**config.mk**
```make
export PLATFORM = sky130hd
export DESIGN_NAME = vor_device_flat
export DESIGN_NICKNAME = d
export VERILOG_FILES = /design/src/inc/vor_pkg.sv /design/src/inc/vor_link_if.sv /design/src/logic/vor_line_timer.sv /design/src/logic/vor_device.sv /design/src/flat_wrapper.sv
export VERILOG_INCLUDE_DIRS = /design/src /design/src/inc
export SDC_FILE = /design/constraint.sdc
export NUM_CORES = 1
export LEC_CHECK = 0
export ABC_CLOCK_PERIOD_IN_PS = 3850
export BUFFER_PORTS_ARGS = -buffer_cell sky130_fd_sc_hd__clkbuf_2
export CAP_MARGIN = 20
export CORE_ASPECT_RATIO = 0.8
export CORE_MARGIN = 2
export CORE_UTILIZATION = 59
export CTS_CLUSTER_SIZE = 30
export DETAILED_ROUTE_END_ITERATION = 7
export PLACE_DENSITY = 0.82
export SYNTH_ARGS = -nofsm -noshare
export SYNTH_HDL_FRONTEND = slang
export SYNTH_HIERARCHICAL = 1
export SYNTH_SLANG_ARGS = --single-unit
```
**constraint.sdc**
```tcl
create_clock -name clk -period 3.85 [get_ports clk]
set_input_delay 0.77 -clock clk [delete_from_list [all_inputs] [get_ports clk]]
set_output_delay 0.77 -clock clk [all_outputs]
set_load 0.1 [all_outputs]
```
**src/inc/vor_map.svh**
```systemverilog
// constants for the video output reference control block
// assumes it is included by both ends and by the package users
// Operation
// - qualifier starts at programmed begin position
// - host writes only even begin positions
// - qualifier ends at programmed end position
// - host writes only even end positions
// - programmed window only when control bit set
// - mode clear: window from current window size
// - line reference polarity from bit one
// - field sync polarity from bit two
// - field sync width is code plus two
// - odd/even pin released when disable bit set
// - port B shows static bits when programmable
// - static bits only with double clock mode
// - parallel or byte-serial pixel word routing
// - vbi qualifier routed to active or test pin
// - host writes zero to reserved routing bit
// - keep programmed frames out of 3000
// - new frame count applied by latch flag
// - three-bit code names eight tv standards
// - codes 0,2,5 mean 625 lines else 525
// - host polls busy before address and data
`ifndef VOR_MAP_SVH
`define VOR_MAP_SVH
// ****************************************
// parameter memory locations
// ****************************************
`define VOR_LOC_CTRL 12'h140
`define VOR_LOC_BEGIN 12'h151
`define VOR_LOC_END 12'h152
`define VOR_LOC_SYNC 12'h153
`define VOR_LOC_ROUTE 12'h154
`define VOR_LOC_DECIM 12'h157
// ****************************************
// reset values and fields
// ****************************************
`define VOR_RST_BEGIN 12'h028
`define VOR_RST_END 12'h2d0
`define VOR_RST_SYNC 12'h000
`define VOR_RST_ROUTE 12'h000
`define VOR_RST_DECIM 12'hbb8
`define VOR_RST_CTRL 12'h000
`define VOR_DECIM_BASE 13'h0bb8
`define VOR_CTRL_PMODE 2
`define VOR_CTRL_LATCH 10
`define VOR_SYNC_HPOL 1
`define VOR_SYNC_VPOL 2
`define VOR_SYNC_VLEN 5:3
`define VOR_SYNC_DISF 6
`define VOR_RT_BITS 7:0
`define VOR_RT_BMPON 8
`define VOR_RT_DOUBLE 9
`define VOR_RT_VBI 10
`define VOR_RT_RSVD 11
`define VOR_POS 10:0
// ****************************************
// frame geometry
// ****************************************
`define VOR_LINES_50 10'd625
`define VOR_LINES_60 10'd525
`define VOR_VLEN_OFS 4'd2
// ****************************************
// link subaddresses and timing
// ****************************************
`define VOR_SUB_BUSY 8'h35
`define VOR_SUB_ADDR 8'h37
`define VOR_SUB_DATA 8'h38
`define VOR_BUSY_BIT 2
`define VOR_BUSY_CYC 4'h4
// ****************************************
// host apb map
// ****************************************
`define VOR_APB_TARGET 8'h00
`define VOR_APB_WDATA 8'h04
`define VOR_APB_STATUS 8'h08
`define VOR_APB_PIXEL 8'h0c
`endif

```
**src/inc/vor_pkg.sv**
```systemverilog
// types shared by both ends of the video output reference link
// assumes vor_map.svh supplies the numeric constants other than the enum encodings defined here
package vor_pkg;
    // tv standard codes
    typedef enum logic [2:0] {
        STD_PAL = 3'h0, STD_NTSC = 3'h1, STD_SECAM = 3'h2, STD_NTSC44 = 3'h3,
        STD_PALM = 3'h4, STD_PALN = 3'h5, STD_PAL60 = 3'h6, STD_NTSCC = 3'h7
    } vor_std_t;
    // host link sequencer states
    typedef enum logic [4:0] {
        H_IDLE = 5'h01,
        H_POLL = 5'h02,
        H_POLLWT = 5'h04,
        H_WRITE = 5'h08,
        H_WRWT = 5'h10
    } vor_hstate_t;
endpackage : vor_pkg

```
**src/inc/vor_link_if.sv**
```systemverilog
// control link and pixel pins between decoder output stage and host
// assumes both ends share one clock; the bench resolves enables
interface vor_link_if;
    // control link
    logic [7:0] subAddr;
    logic [15:0] wrData;
    logic wrStb;
    logic rdStb;
    logic [15:0] rdData;
    logic ack;
    // pixel and reference pins
    logic [7:0] portA;
    logic [7:0] portB;
    logic portBOe;
    logic lineRef;
    logic fieldSync;
    logic oddEven;
    logic oddEvenOe;
    logic actVideo;
    logic testData;
    modport dev (
        input subAddr, wrData, wrStb, rdStb,
        output rdData, ack, portA, portB, portBOe, lineRef, fieldSync,
        output oddEven, oddEvenOe, actVideo, testData
    );
    modport host (
        output subAddr, wrData, wrStb, rdStb,
        input rdData, ack, portA, portB, portBOe, lineRef, fieldSync,
        input oddEven, oddEvenOe, actVideo, testData
    );
endinterface : vor_link_if

```
**src/logic/vor_line_timer.sv**
```systemverilog
// pixel and line counters for one video frame
// assumes one pixel per clock and a standard code from the user
`include "vor_map.svh"
module vor_line_timer #(
    parameter int LINE_LEN = 864,
    parameter int REF_LEN = 144
) (
    // clock and reset
    input wire logic clk,
    input wire logic reset_n,
    // standard
    input wire logic [2:0] stdCode,
    // timing
    output logic [10:0] pixPos,
    output logic refAct,
    output logic lineStart,
    output logic fieldStart,
    output logic frameStart,
    output logic secondField
);
    logic [10:0] pixCnt_q;
    logic [9:0] lineCnt_q;
    logic [9:0] lines;
    logic [9:0] half;
    logic lastPix;

    // lines per frame from the standard
    always_comb begin
        unique case (vor_pkg::vor_std_t'(stdCode))
            vor_pkg::STD_PAL, vor_pkg::STD_SECAM, vor_pkg::STD_PALN: begin
                lines = `VOR_LINES_50;
            end
            default: begin
                lines = `VOR_LINES_60;
            end
        endcase
        half = 10'((lines + 10'd1) >> 1);
    end

    assign lastPix = pixCnt_q == 11'(LINE_LEN - 1);

    // pixel counter
    always_ff @(posedge clk or negedge reset_n) begin
        if (!reset_n) pixCnt_q <= 11'h0;
        else pixCnt_q <= lastPix ? 11'h0 : pixCnt_q + 11'h1;
    end

    // line counter
    always_ff @(posedge clk or negedge reset_n) begin
        if (!reset_n) begin
            lineCnt_q <= 10'h0;
        end else if (lastPix) begin
            lineCnt_q <= (lineCnt_q >= lines - 10'h1) ? 10'h0 : lineCnt_q + 10'h1;
        end
    end

    assign refAct = pixCnt_q < 11'(REF_LEN);
    assign pixPos = pixCnt_q - 11'(REF_LEN);
    assign lineStart = pixCnt_q == 11'h0;
    assign frameStart = lineStart && lineCnt_q == 10'h0;
    assign fieldStart = lineStart && (lineCnt_q == 10'h0 || lineCnt_q == half);
    assign secondField = lineCnt_q >= half;
endmodule : vor_line_timer

```
**src/logic/vor_device.sv**
```systemverilog
// decoder back-end output stage: parameter memory and reference pins
// assumes host keeps the busy handshake and one pixel per clock
//
// The APB register port is this design's own decision.
`include "vor_map.svh"
module vor_device #(
    parameter int LINE_LEN = 864,
    parameter int REF_LEN = 144
) (
    // clock and reset
    input wire logic clk,
    input wire logic reset_n,
    // link to host
    vor_link_if.dev link,
    // processed pixel bus and source state
    input wire logic [15:0] pixelWord,
    input wire logic [2:0] stdCode,
    input wire logic [10:0] windowSize,
    input wire logic vbiActive,
    // frame decimation status
    output logic frameShown
);
    // ****************************************
    // parameter memory
    // ****************************************
    logic [11:0] ctrl_q;
    logic [11:0] begin_q;
    logic [11:0] end_q;
    logic [11:0] sync_q;
    logic [11:0] route_q;
    logic [11:0] decimPend_q;
    logic [11:0] decimAct_q;
    logic [11:0] memAddr_q;
    logic [3:0] busyCnt_q;
    logic busy;
    logic memWr;
    logic [11:0] memData;

    assign busy = busyCnt_q != 4'h0;
    assign memData = link.wrData[11:0];
    assign memWr = link.wrStb && !busy && link.subAddr == `VOR_SUB_DATA;

    // address register of the memory port
    always_ff @(posedge clk or negedge reset_n) begin
        if (!reset_n) begin
            memAddr_q <= 12'h0;
        end else if (link.wrStb && !busy && link.subAddr == `VOR_SUB_ADDR) begin
            memAddr_q <= link.wrData[11:0];
        end
    end

    // busy timer after each address or data write
    always_ff @(posedge clk or negedge reset_n) begin
        if (!reset_n) begin
            busyCnt_q <= 4'h0;
        end else if (link.wrStb && !busy) begin
            busyCnt_q <= `VOR_BUSY_CYC;
        end else if (busy) begin
            busyCnt_q <= busyCnt_q - 4'h1;
        end
    end

    // acknowledge and read answer
    always_ff @(posedge clk or negedge reset_n) begin
        if (!reset_n) begin
            link.ack <= 1'b0;
            link.rdData <= 16'h0;
        end else begin
            link.ack <= link.wrStb || link.rdStb;
            if (link.rdStb) begin
                link.rdData <= 16'h0;
                if (link.subAddr == `VOR_SUB_BUSY) link.rdData[`VOR_BUSY_BIT] <= busy;
            end
        end
    end

    // memory locations
    always_ff @(posedge clk or negedge reset_n) begin
        if (!reset_n) begin
            ctrl_q <= `VOR_RST_CTRL;
            begin_q <= `VOR_RST_BEGIN;
            end_q <= `VOR_RST_END;
            sync_q <= `VOR_RST_SYNC;
            route_q <= `VOR_RST_ROUTE;
            decimPend_q <= `VOR_RST_DECIM;
        end else if (memWr) begin
            unique case (memAddr_q)
                `VOR_LOC_CTRL: ctrl_q <= memData;
                `VOR_LOC_BEGIN: begin_q <= memData;
                `VOR_LOC_END: end_q <= memData;
                `VOR_LOC_SYNC: sync_q <= memData;
                `VOR_LOC_ROUTE: route_q <= memData;
                `VOR_LOC_DECIM: decimPend_q <= memData;
                default: ;
            endcase
        end
    end

    // active frame count follows the latch flag
    always_ff @(posedge clk or negedge reset_n) begin
        if (!reset_n) begin
            decimAct_q <= `VOR_RST_DECIM;
        end else if (memWr && memAddr_q == `VOR_LOC_CTRL && memData[`VOR_CTRL_LATCH]) begin
            decimAct_q <= decimPend_q;
        end else if (memWr && memAddr_q == `VOR_LOC_DECIM && ctrl_q[`VOR_CTRL_LATCH]) begin
            decimAct_q <= memData;
        end
    end

    // ****************************************
    // timing
    // ****************************************
    logic [10:0] pixPos;
    logic refAct;
    logic lineStart;
    logic fieldStart;
    logic frameStart;
    logic secondField;

    vor_line_timer #(
        .LINE_LEN(LINE_LEN),
        .REF_LEN(REF_LEN)
    ) u_timer (
        .clk(clk),
        .reset_n(reset_n),
        .stdCode(stdCode),
        .pixPos(pixPos),
        .refAct(refAct),
        .lineStart(lineStart),
        .fieldStart(fieldStart),
        .frameStart(frameStart),
        .secondField(secondField)
    );

    // ****************************************
    // temporal decimation
    // ****************************************
    logic [12:0] acc_q;
    logic [12:0] accSum;
    logic show_q;

    assign accSum = acc_q + {1'b0, decimAct_q};

    // keep frames as the accumulator passes the base
    always_ff @(posedge clk or negedge reset_n) begin
        if (!reset_n) begin
            acc_q <= 13'h0;
            show_q <= 1'b1;
        end else if (frameStart) begin
            if (accSum >= `VOR_DECIM_BASE) begin
                acc_q <= accSum - `VOR_DECIM_BASE;
                show_q <= 1'b1;
            end else begin
                acc_q <= accSum;
                show_q <= 1'b0;
            end
        end
    end

    assign frameShown = show_q;

    // ****************************************
    // field sync width
    // ****************************************
    logic [3:0] vsCnt_q;

    // width counted in whole lines from field start
    always_ff @(posedge clk or negedge reset_n) begin
        if (!reset_n) begin
            vsCnt_q <= 4'h0;
        end else if (fieldStart) begin
            vsCnt_q <= {1'b0, sync_q[`VOR_SYNC_VLEN]} + `VOR_VLEN_OFS;
        end else if (lineStart && vsCnt_q != 4'h0) begin
            vsCnt_q <= vsCnt_q - 4'h1;
        end
    end

    // ****************************************
    // active video qualifier
    // ****************************************
    logic inWindow;

    // window choice by the qualifier mode bit
    always_comb begin
        if (ctrl_q[`VOR_CTRL_PMODE]) begin
            inWindow = pixPos >= begin_q[`VOR_POS] && pixPos < end_q[`VOR_POS];
        end else begin
            inWindow = pixPos < windowSize;
        end
    end

    // ****************************************
    // output pins
    // ****************************************
    logic act;
    logic phase_q;
    logic [7:0] lowByte_q;

    assign act = inWindow && !refAct && show_q;

    // reference pins with polarity
    always_ff @(posedge clk or negedge reset_n) begin
        if (!reset_n) begin
            link.lineRef <= 1'b0;
            link.fieldSync <= 1'b0;
            link.oddEven <= 1'b0;
            link.oddEvenOe <= 1'b1;
            link.actVideo <= 1'b0;
            link.testData <= 1'b0;
        end else begin
            link.lineRef <= refAct ^ sync_q[`VOR_SYNC_HPOL];
            link.fieldSync <= (vsCnt_q != 4'h0) ^ sync_q[`VOR_SYNC_VPOL];
            link.oddEven <= secondField;
            link.oddEvenOe <= !sync_q[`VOR_SYNC_DISF];
            if (route_q[`VOR_RT_VBI]) begin
                link.actVideo <= act;
                link.testData <= vbiActive;
            end else begin
                link.actVideo <= act || vbiActive;
                link.testData <= 1'b0;
            end
        end
    end

    // byte phase for double clock mode
    always_ff @(posedge clk or negedge reset_n) begin
        if (!reset_n) phase_q <= 1'b0;
        else phase_q <= route_q[`VOR_RT_DOUBLE] && !phase_q;
    end

    // pixel ports
    always_ff @(posedge clk or negedge reset_n) begin
        if (!reset_n) begin
            link.portA <= 8'h0;
            link.portB <= 8'h0;
            link.portBOe <= 1'b1;
            lowByte_q <= 8'h0;
        end else if (!route_q[`VOR_RT_DOUBLE]) begin
            link.portA <= pixelWord[15:8];
            link.portB <= pixelWord[7:0];
            link.portBOe <= 1'b1;
        end else begin
            if (!phase_q) begin
                link.portA <= pixelWord[15:8];
                lowByte_q <= pixelWord[7:0];
            end else begin
                link.portA <= lowByte_q;
            end
            link.portB <= route_q[`VOR_RT_BITS];
            link.portBOe <= route_q[`VOR_RT_BMPON];
        end
    end
endmodule : vor_device

```
**src/flat_wrapper.sv**
```systemverilog
// flat-port wrapper written by rule: the top's interface ports become plain ports
module vor_device_flat 
#(
    parameter int LINE_LEN = 864,
    parameter int REF_LEN = 144
)
  (clk, reset_n, pixelWord, stdCode, windowSize, vbiActive, frameShown, link_subAddr, link_wrData, link_wrStb, link_rdStb, link_rdData, link_ack, link_portA, link_portB, link_portBOe, link_lineRef, link_fieldSync, link_oddEven, link_oddEvenOe, link_actVideo, link_testData);
  vor_link_if link_i ();
  input wire logic clk;
  input wire logic reset_n;
  input wire logic [15:0] pixelWord;
  input wire logic [2:0] stdCode;
  input wire logic [10:0] windowSize;
  input wire logic vbiActive;
  output logic frameShown;
  input wire logic [$bits(link_i.subAddr)-1:0] link_subAddr;
  input wire logic [$bits(link_i.wrData)-1:0] link_wrData;
  input wire logic [$bits(link_i.wrStb)-1:0] link_wrStb;
  input wire logic [$bits(link_i.rdStb)-1:0] link_rdStb;
  output wire logic [$bits(link_i.rdData)-1:0] link_rdData;
  output wire logic [$bits(link_i.ack)-1:0] link_ack;
  output wire logic [$bits(link_i.portA)-1:0] link_portA;
  output wire logic [$bits(link_i.portB)-1:0] link_portB;
  output wire logic [$bits(link_i.portBOe)-1:0] link_portBOe;
  output wire logic [$bits(link_i.lineRef)-1:0] link_lineRef;
  output wire logic [$bits(link_i.fieldSync)-1:0] link_fieldSync;
  output wire logic [$bits(link_i.oddEven)-1:0] link_oddEven;
  output wire logic [$bits(link_i.oddEvenOe)-1:0] link_oddEvenOe;
  output wire logic [$bits(link_i.actVideo)-1:0] link_actVideo;
  output wire logic [$bits(link_i.testData)-1:0] link_testData;
  assign link_i.subAddr = link_subAddr;
  assign link_i.wrData = link_wrData;
  assign link_i.wrStb = link_wrStb;
  assign link_i.rdStb = link_rdStb;
  assign link_rdData = link_i.rdData;
  assign link_ack = link_i.ack;
  assign link_portA = link_i.portA;
  assign link_portB = link_i.portB;
  assign link_portBOe = link_i.portBOe;
  assign link_lineRef = link_i.lineRef;
  assign link_fieldSync = link_i.fieldSync;
  assign link_oddEven = link_i.oddEven;
  assign link_oddEvenOe = link_i.oddEvenOe;
  assign link_actVideo = link_i.actVideo;
  assign link_testData = link_i.testData;
  vor_device #(.LINE_LEN(LINE_LEN), .REF_LEN(REF_LEN)) u_core (.clk(clk), .reset_n(reset_n), .link(link_i), .pixelWord(pixelWord), .stdCode(stdCode), .windowSize(windowSize), .vbiActive(vbiActive), .frameShown(frameShown));
endmodule
```
* Word level (Yosys, flattened, before mapping)
Cells that the tools add are included.
** Word-level totals
- Flip-flop bits (word level) :: 164
- Input port bits :: 59
- Output and inout port bits :: 41
- Word-level logic and storage cells :: 116
** Cells by class
- Add/sub/neg operators :: 10
- $lt $le $gt $ge :: 7
- Equal/unequal tests :: 13
- Mux-type cells :: 19
- Bitwise gates (word level) :: 3
- Reductions and logical operators :: 37
** Operator list (count)
- 12-bit by 9-bit equality test with 1-bit output (second input constant) :: 6
- 8-bit by 6-bit equality test with 1-bit output (second input constant) :: 3
- 12-bit 2-to-1 mux :: 2
- 8-bit 2-to-1 mux :: 3
- 11-bit < comparator :: 2
- 10-bit by 1-bit adder with 10-bit output (second input constant) :: 2
- 4-bit 2-to-1 mux :: 4
- 1-bit logical AND :: 14
- 2-bit AND reduction :: 7
- 13-bit by 12-bit adder with 13-bit output :: 1
- 13-bit by 12-bit >= comparator with 1-bit output (second input constant) :: 1
- 13-bit 2-to-1 mux :: 1
- 13-bit by 12-bit subtractor with 13-bit output (second input constant) :: 1
- 11-bit by 1-bit adder with 11-bit output (second input constant) :: 1
- 11-bit by 10-bit equality test with 1-bit output (second input constant) :: 1
- 11-bit >= comparator :: 1
- 11-bit logical NOT :: 1
- 11-bit by 8-bit < comparator with 1-bit output (second input constant) :: 1
- 11-bit 2-to-1 mux :: 1
- 11-bit by 8-bit subtractor with 11-bit output (second input constant) :: 1
- 10-bit by 9-bit equality test with 1-bit output :: 1
- 10-bit >= comparator :: 1
- 10-bit by 9-bit >= comparator with 1-bit output :: 1
- 10-bit logical NOT :: 1
- other kinds (16) :: 31

* Depth between registers and ports, before layout
Gate-level depths: netlist of the first run.
- Depth in word-level cells :: 8
- Gate-level depth with buffers :: 12
- Mapped depth without buffers :: 12

* By module
The synthesis of the first run kept the hierarchy.
** By module, submodules not included
- vor_device :: times used 1, cells each 603, area an instance 7093.1 um2, sequential area each 3357.0 um2
- vor_line_timer :: times used 1, cells each 169, area an instance 1527.7 um2, sequential area each 525.5 um2

* Worst setup path after synthesis of the first run
Ideal clock, no wire load.
- Path kind :: input -> register
- Start :: in stdCode[0]
- End :: reg u_core.vsCnt_q[3]
- Library setup time :: 125 ps
- Arrival time :: 2798 ps
- Required time :: 3725 ps
- Path slack :: 928 ps
- Cell stages on the path :: 8
- Buffers on the path :: 0
- Path through :: o21ai_0 inv_1 ha_1 nand2_1 nor4b_1 nand4_1 a21oi_1 mux2_2
** On the way
- Longest elaborated chain between the ends :: 8
- Elaborated cells on any way between the ends :: 11
- Those cells by class :: add/sub (1); eq/ne (3); mux (2); reduce/logical (5)
** Ends and longest elaborated chain
- from (decl) :: RTL line flat_wrapper.sv:12 : input wire logic [2:0] stdCode;
- 3-bit by 2-bit equality test with 1-bit output, or another cell as far along :: RTL line vor_line_timer.sv:29 : unique case (vor_pkg::vor_std_t'(stdCode))
- 3-bit OR reduction * :: RTL line vor_line_timer.sv:29
- 7-bit 2-to-1 mux * :: RTL line vor_line_timer.sv:29
- 10-bit by 1-bit adder with 10-bit output * :: RTL line vor_line_timer.sv:37 : half = 10'((lines + 10'd1) >> 1);
- 10-bit by 9-bit equality test with 1-bit output * :: RTL line vor_line_timer.sv:61 : assign fieldStart = lineStart && (lineCnt_q == 10'h0 || lineCnt_q == half);
- 1-bit logical OR * :: RTL line vor_line_timer.sv:61
- 1-bit logical AND * :: RTL line vor_line_timer.sv:61
- net u_core.fieldStart :: RTL line vor_device.sv:116 : logic fieldStart;
- 4-bit 2-to-1 mux or 2-bit nonzero test (tied branches)
- to (signal assigned) :: RTL line vor_device.sv:172 : vsCnt_q <= {1'b0, sync_q[`VOR_SYNC_VLEN]} + `VOR_VLEN_OFS;
- to (signal assigned) :: RTL line vor_device.sv:174 : vsCnt_q <= vsCnt_q - 4'h1;
- to (decl) :: RTL line vor_device.sv:165 : logic [3:0] vsCnt_q;
The timed path passes the listed nets; every way through them passes the cells marked *.
A chain may end at the register's enable or synchronous reset.

* Worst setup path after layout of the first run
- Start :: reg u_core.decimAct_q[0]
- End :: reg u_core.acc_q[7]
** On the way
- Longest elaborated chain between the ends :: 3
- Elaborated cells on any way between the ends :: 4
- Those cells by class :: add/sub (2); order compare (1); mux (1)
** Ends and longest elaborated chain
- from (decl) :: RTL line vor_device.sv:32 : logic [11:0] decimAct_q;
- from (signal assigned) :: RTL line vor_device.sv:102 : decimAct_q <= `VOR_RST_DECIM;
- from (signal assigned) :: RTL line vor_device.sv:104 : decimAct_q <= decimPend_q;
- from (signal assigned) :: RTL line vor_device.sv:106 : decimAct_q <= memData;
- 13-bit by 12-bit adder with 13-bit output * :: RTL line vor_device.sv:142 : assign accSum = acc_q + {1'b0, decimAct_q};
- 13-bit by 12-bit subtractor with 13-bit output (no source line) or 13-bit by 12-bit >= comparator with 1-bit output (tied branches)
- 13-bit 2-to-1 mux * :: RTL line vor_device.sv:150 : if (accSum >= `VOR_DECIM_BASE) begin
- to (signal assigned) :: RTL line vor_device.sv:151 : acc_q <= accSum - `VOR_DECIM_BASE;
- to (signal assigned) :: RTL line vor_device.sv:154 : acc_q <= accSum;
- to (decl) :: RTL line vor_device.sv:138 : logic [12:0] acc_q;
Every way passes the cells marked *; elsewhere a longest branch is shown, timed or not.

==> impl_metrics.ini, run 1 <==
[run_status]
status = finished, final reports clean

[timing]
hold_ws_ps = 386
setup_viol = 0
setup_tns_ps = 0
worst_pin_slew_ps = 861
maxSlewViolCount = 0
relSlewSlack_pct = 42.5
rsz0062_at_grt = false
max_freq_mhz = 306
skew_ps = 11.9
post-route-period-util_pct = 85.0
hold_viol = 0
fin_crit_ps = 3270

[grt]
grt_overflow = 0
grt.total_usage_pct = 24.3
grt_start_max_net_pins = 86
grt_pass1_wl_um = 30200
antenna_found_initial = 0
grt_pass1_vias = 5961

[job]
maxCapViolations = 0

[cells_and_area]
drive_gt1_share_pct = 31.8
nFillCells = 1049
final_cells = 1049
syn2layout_area_growth_pct = 12.4
final_cell_mix = dfrtp_1 (131), mux2_2 (96), clkbuf_2 (79), ha_1 (64), inv_1 (58)
fin_nets = 976
antenna_cells = 0
final_common_cell = dfrtp_1

[clock_network]
clk_latency_ps = 420
root_buffer = clkbuf_16
htreeDepth = 4
clockBufferDepth = 2
holdBufCountCts = 0
cts.clk_slew.worst_paths_ps = 70
cts_buffers = 17
cts_setup_buffers = 0
tritoncts = yes
clkSinkCount = 154
ctsResizeCount = 0

[synth]
synth_seq_cells = 154
synth_cell_types = 81
syn_avg_cell_area_um2 = 11.2
synth_area_leaders = dfrtp_1 (38%), mux2_2 (13%), ha_1 (9.3%), dfstp_2 (7.0%), inv_1 (2.5%)
synth_edf_count = 0
postSynthCellCount = 772
async_flop_share_pct = 100
ys_warn_count = 6
ys_seq_area_share_pct = 45.0
yosys.area.top_type = dfrtp_1
synth_top_area_share_pct = 38.0
synthFlopType = dfrtp_1
netlist_area_um2 = 8620

[die]
core_um2 = 14300
start_util_pct = 60.3
dieWidth_um = 139
ios = 100
dieHeight_um = 112
num_rows = 39
die_area_um2 = 15600

[power_and_ir_drop]
fin_total_pwr_mw = 3.64
p_leak_nw = 4.90
power_density_nw_per_um2 = 376
ir_worst_vdd_uv = 386

[detailed_routing]
post_drt_wl_per_cell_um = 17.3
drtPass1Iterations = 5
drtIter0Drc = 407
via_per_inst = 5.72
wl_um = 18200
drc = 0
dr_total_vias = 6005
ant_nets = 0

[place]
dp_hpwl_um = 12600
place.gp.congestion = 0.848
numPortBuffers = 80
dp.cells = 1017

[critical_path]
startpoint_type = flop
cp_max_fo = 10
critPathRequiredTime_ps = 4140
crit_type = flop to flop
end_kind = flop
cp.arrival_ps = 3560

[worst_hold_path]
hold_class = input port to asynchronous set/reset pin
-- flip-flops by register name, summed over array words and instances (netlist names), 10 cells and up --
| register | flops |
|---|---|
| u_core/acc_q | 13 |
| u_core/decimAct_q | 12 |
| u_core/decimPend_q | 12 |
| u_core/memAddr_q | 12 |
| u_core/begin_q | 11 |
| u_core/end_q | 11 |
| u_core/route_q | 11 |
| u_core/u_timer/pixCnt_q | 11 |
| u_core/u_timer/lineCnt_q | 10 |
-- synth_stat cells (3+ instances only) --
cell type / count
dfstp_2: 23
ha_1: 64
mux2_2: 96
clkbuf_8: 3
inv_1: 58
nor4_1: 5
a21oi_2: 3
mux2i_1: 14
buf_4: 19
a21boi_0: 4
nor3_1: 13
a21oi_1: 39
buf_2: 6
nor2_1: 43
a21o_1: 10
a22o_2: 6
o21ai_0: 27
dfrtp_1: 131
or2_2: 3
or3_1: 3
nand2b_1: 5
nand4_1: 7
o21a_1: 4
xor2_1: 21
nor2b_1: 11
and3_1: 12
nand2_1: 34
xnor2_1: 11
nand2_2: 4
nand3b_1: 5
nor4b_1: 7
nand3_1: 14
clkbuf_1: 9
-- layout make-up --
type / instances / area (um^2) / area share [%]
timing repair buffer: 88 / 479 / 4.95
inverter: 59 / 221 / 2.29
multi-input combinational: 532 / 4300 / 44.3
sequential: 154 / 3880 / 40.1
clock inverter: 13 / 126 / 1.30
tap: 184 / 230 / 2.38
clock buffer: 19 / 453 / 4.67
-- worst max-delay path, cell delays in order (launching register included) --
cell      delay [ps]
dfrtp_1          410
ha_1             260
fa_1             410
a21o_1           230
a21oi_1          200
xnor2_1          210
ha_1             230
a21o_1           170
o21ai_2           90
o311ai_4         460
nand2_1          140
xnor2_1          220
a21oi_1          120
-- final timing paths --
path / cells past startpoint / endpoint / slack, ps / start
min in group clk: 1 / u_core/link.oddEvenOe / 390 / u_core/sync_q[6]
max in group asynchronous: 2 / u_core/end_q[9] / 2640 / reset_n
worst max register to register: 12 / u_core/acc_q[7] / 580 / u_core/decimAct_q[0]
worst max-delay path: 12 / u_core/acc_q[7] / 580 / u_core/decimAct_q[0]
worst min register to register: 1 / u_core/link.oddEvenOe / 390 / u_core/sync_q[6]
worst min-delay path: 1 / u_core/u_timer/pixCnt_q[5] / 390 / reset_n
-- metrics by stage --
stage                     setup slack (ps)  cell area [um^2]  util [%]
after global placement                 665              9110      63.7
after floorplan                        928              8670         -
after global routing                   440              9690      67.8
after CTS                              631              9690      67.8
final                                  577              9690      67.8
after detailed placement               572              9110      63.7
-- report_power, final --
part / internal [mW] / switching (mW)
logic: 0.0847 / 0.257
registers: 1.65 / 0.0242
clock network: 0.893 / 0.731
total: 2.63 / 1.01
-- routing by layer --
metal	GRT usage, %	routed length (um)	vias to the layer above
met5	0	0	-
met3	5.42	856	38
met4	8.15	437	0
met1	34.5	8490	2949
li1	-	-	2857
met2	37.5	8380	161
-- logic make-up (layout without fill, tap and decap cells) --
| kind of cell | after synthesis | in the layout | share of synthesized area, % |
|---|---|---|---|
| AO/OA/AOI/OAI | 125 | 125 | 10.3 |
| XOR/XNOR | 34 | 34 | 3.63 |
| adder cells (fa/ha/maj) | 65 | 65 | 9.52 |
| buffers and inverters | 100 | 179 | 5.79 |
| flip-flops | 154 | 154 | 45.0 |
| multiplexers | 110 | 110 | 14.2 |
| other | 1 | 15 | 0.0435 |
| AND/OR/NAND/NOR | 183 | 183 | 11.5 |
Note: power is estimated with default switching activity, not from simulation.
==> run 2, diff against run 1 <==
Settings changed: CORE_ASPECT_RATIO 0.8 to 1.75.
==> run 2 against run 1 <==
  * Clock skew barely moved
  * Critical path type unchanged
  * Sequential power hardly changed
  * Critical path depth did not move
  * Non-clock buffer count unchanged
  * Sequential share of layout area is 0.12 points lower
  * Power increased by 3.2%
  * Largest power group is now clock
  * Combinational power decreased by 2%
  * Largest cell class unchanged
  * Sequential cell count stayed put
==> impl_metrics.ini, run 2 (same netlist as run 1, synthesis figures left out) <==
[run_status]
status = finished, final reports clean

[job]
maxCapViolations = 0

[grt]
grt_pass1_wl_um = 29100
grt_overflow = 0
grt_pass1_vias = 6258
grt_start_max_net_pins = 73
antenna_found_initial = 0
grt.total_usage_pct = 23.8

[power_and_ir_drop]
share_seq_of_total_power_pct = 44.7
clkPwrFrac_pct = 46.4
p_int_mw = 2.74
power_density_nw_per_um2 = 387
p_sw_mw = 1.02
power_frac_comb_pct = 8.9
p_leak_nw = 4.91
switching_share_pct = 27.1
ir_worst_vdd_uv = 425

[clock_network]
cts_buffers = 17
clk_latency_ps = 420
root_buffer = clkbuf_16
htreeDepth = 4
cts_setup_buffers = 0
holdBufCountCts = 0
clockBufferDepth = 2
cts.clk_slew.worst_paths_ps = 70
tritoncts = yes
ctsResizeCount = 0
clkSinkCount = 154

[detailed_routing]
post_drt_wl_per_cell_um = 16.7
drtIter0Drc = 191
via_per_inst = 5.69
drc = 0
drtPass1Iterations = 4
wl_um = 17400
ant_nets = 0
dr_total_vias = 5947

[die]
core_um2 = 14300
dieWidth_um = 95.4
ios = 100
num_rows = 58
dieHeight_um = 164
start_util_pct = 60.3
die_area_um2 = 15600

[cells_and_area]
antenna_cells = 0
final_common_cell = dfrtp_1
final_cells = 1045
register_area_um2 = 3880
nFillCells = 1039
drive_gt1_share_pct = 31.8
largest_reg_flops = 13
final_cell_mix = dfrtp_1 (131), mux2_2 (96), clkbuf_2 (79), ha_1 (64), inv_1 (58)
multi_input_area_um2 = 4300
fin_nets = 976
regMostFlops = u_core/acc_q
syn2layout_area_growth_pct = 12.7

[timing]
post-route-period-util_pct = 81.9
layout_setup_ws_ps = 697
hold_viol = 0
fin_crit_ps = 3150
setup_viol = 0
rsz0062_at_grt = false
relSlewSlack_pct = 47.5
max_freq_mhz = 317
maxSlewViolCount = 0
worst_pin_slew_ps = 785
skew_ps = 11.8
setup_tns_ps = 0

[critical_path]
cp_max_fo = 10
crit_type = flop to flop
startpoint_type = flop
cp.arrival_ps = 3450
end_kind = flop
critPathRequiredTime_ps = 4140

[place]
dp.cells = 1013
pre_cts_ws_ps = 641
dp_hpwl_um = 12500
numPortBuffers = 80
place.gp.congestion = 0.864

[worst_hold_path]
hold_class = input port to asynchronous set/reset pin
==> run 2: cell types whose count changed in the layout (fill, tap and decap cells not counted), sizes merged <==
cell	delta
clkinv	-2
bufinv	+2
clkinvlp	+1
clkbuf	-1
==> run 2: metal layers <==
layer / share of wire [%] / up-vias / track usage [%]
met3: 3.6 / 36 / 4.31
li1: - / 2852 / -
met2: 54 / 131 / 43.6
met5: 0 / - / 0
met1: 39 / 2928 / 26.4
met4: 3.3 / 0 / 10.3
==> run 2: path summary, 6_finish.rpt <==
check,startpoint,endpoint,slack (ps),cells after the start
setup / recovery,u_core/decimAct_q[0],u_core/acc_q[6],700,12
hold / removal,reset_n,u_core/u_timer/lineCnt_q[4],330,1
setup reg to reg,u_core/decimAct_q[0],u_core/acc_q[6],700,12
hold reg to reg,u_core/sync_q[6],u_core/link.oddEvenOe,390,1
max in group asynchronous,reset_n,u_core/link.oddEvenOe,2610,2
min in group clk,u_core/sync_q[6],u_core/link.oddEvenOe,390,1
==> run 2: power groups by stage <==
stage / Clock (mW) / Combinational (mW) / Sequential (mW)
global route: 1.84 / 0.362 / 1.68
global placement: 0 / 0.333 / 1.71
finish: 1.75 / 0.334 / 1.68
CTS: 1.77 / 0.338 / 1.68
detailed placement: 0 / 0.339 / 1.71
floorplan: 0 / 0.167 / 1.77
==> run 2: metrics by stage <==
step,hold slack (ps),power (mW),cell area (um^2),util (%)
final,327,3.76,9720,68.0
after global routing,397,3.88,9720,68.0
after CTS,378,3.79,9720,68.0
after detailed placement,385,2.05,9100,63.7
after global placement,364,2.04,9100,63.7
after floorplan,355,1.94,8670,-
==> run 2: cell type report <==
cell class                      instances  share of cell area, %
Timing Repair Buffer                   88                   4.93
Tap cell                              180                   2.32
Inverter                               59                   2.28
Clock buffer                           18                   4.52
Sequential cell                       154                   39.9
Multi-Input combinational cell        532                   44.2
Clock inverter                         14                   1.80
==> run 2: critical path, cell delays in order (launching register included) <==
cell,delay (ps)
dfrtp_1,390
ha_1,250
fa_1,420
a21o_1,210
a21oi_1,190
xnor2_1,200
ha_1,230
a21o_1,170
o21ai_2,90
o311ai_4,460
nand2_1,130
xnor2_1,200
a21oi_1,90
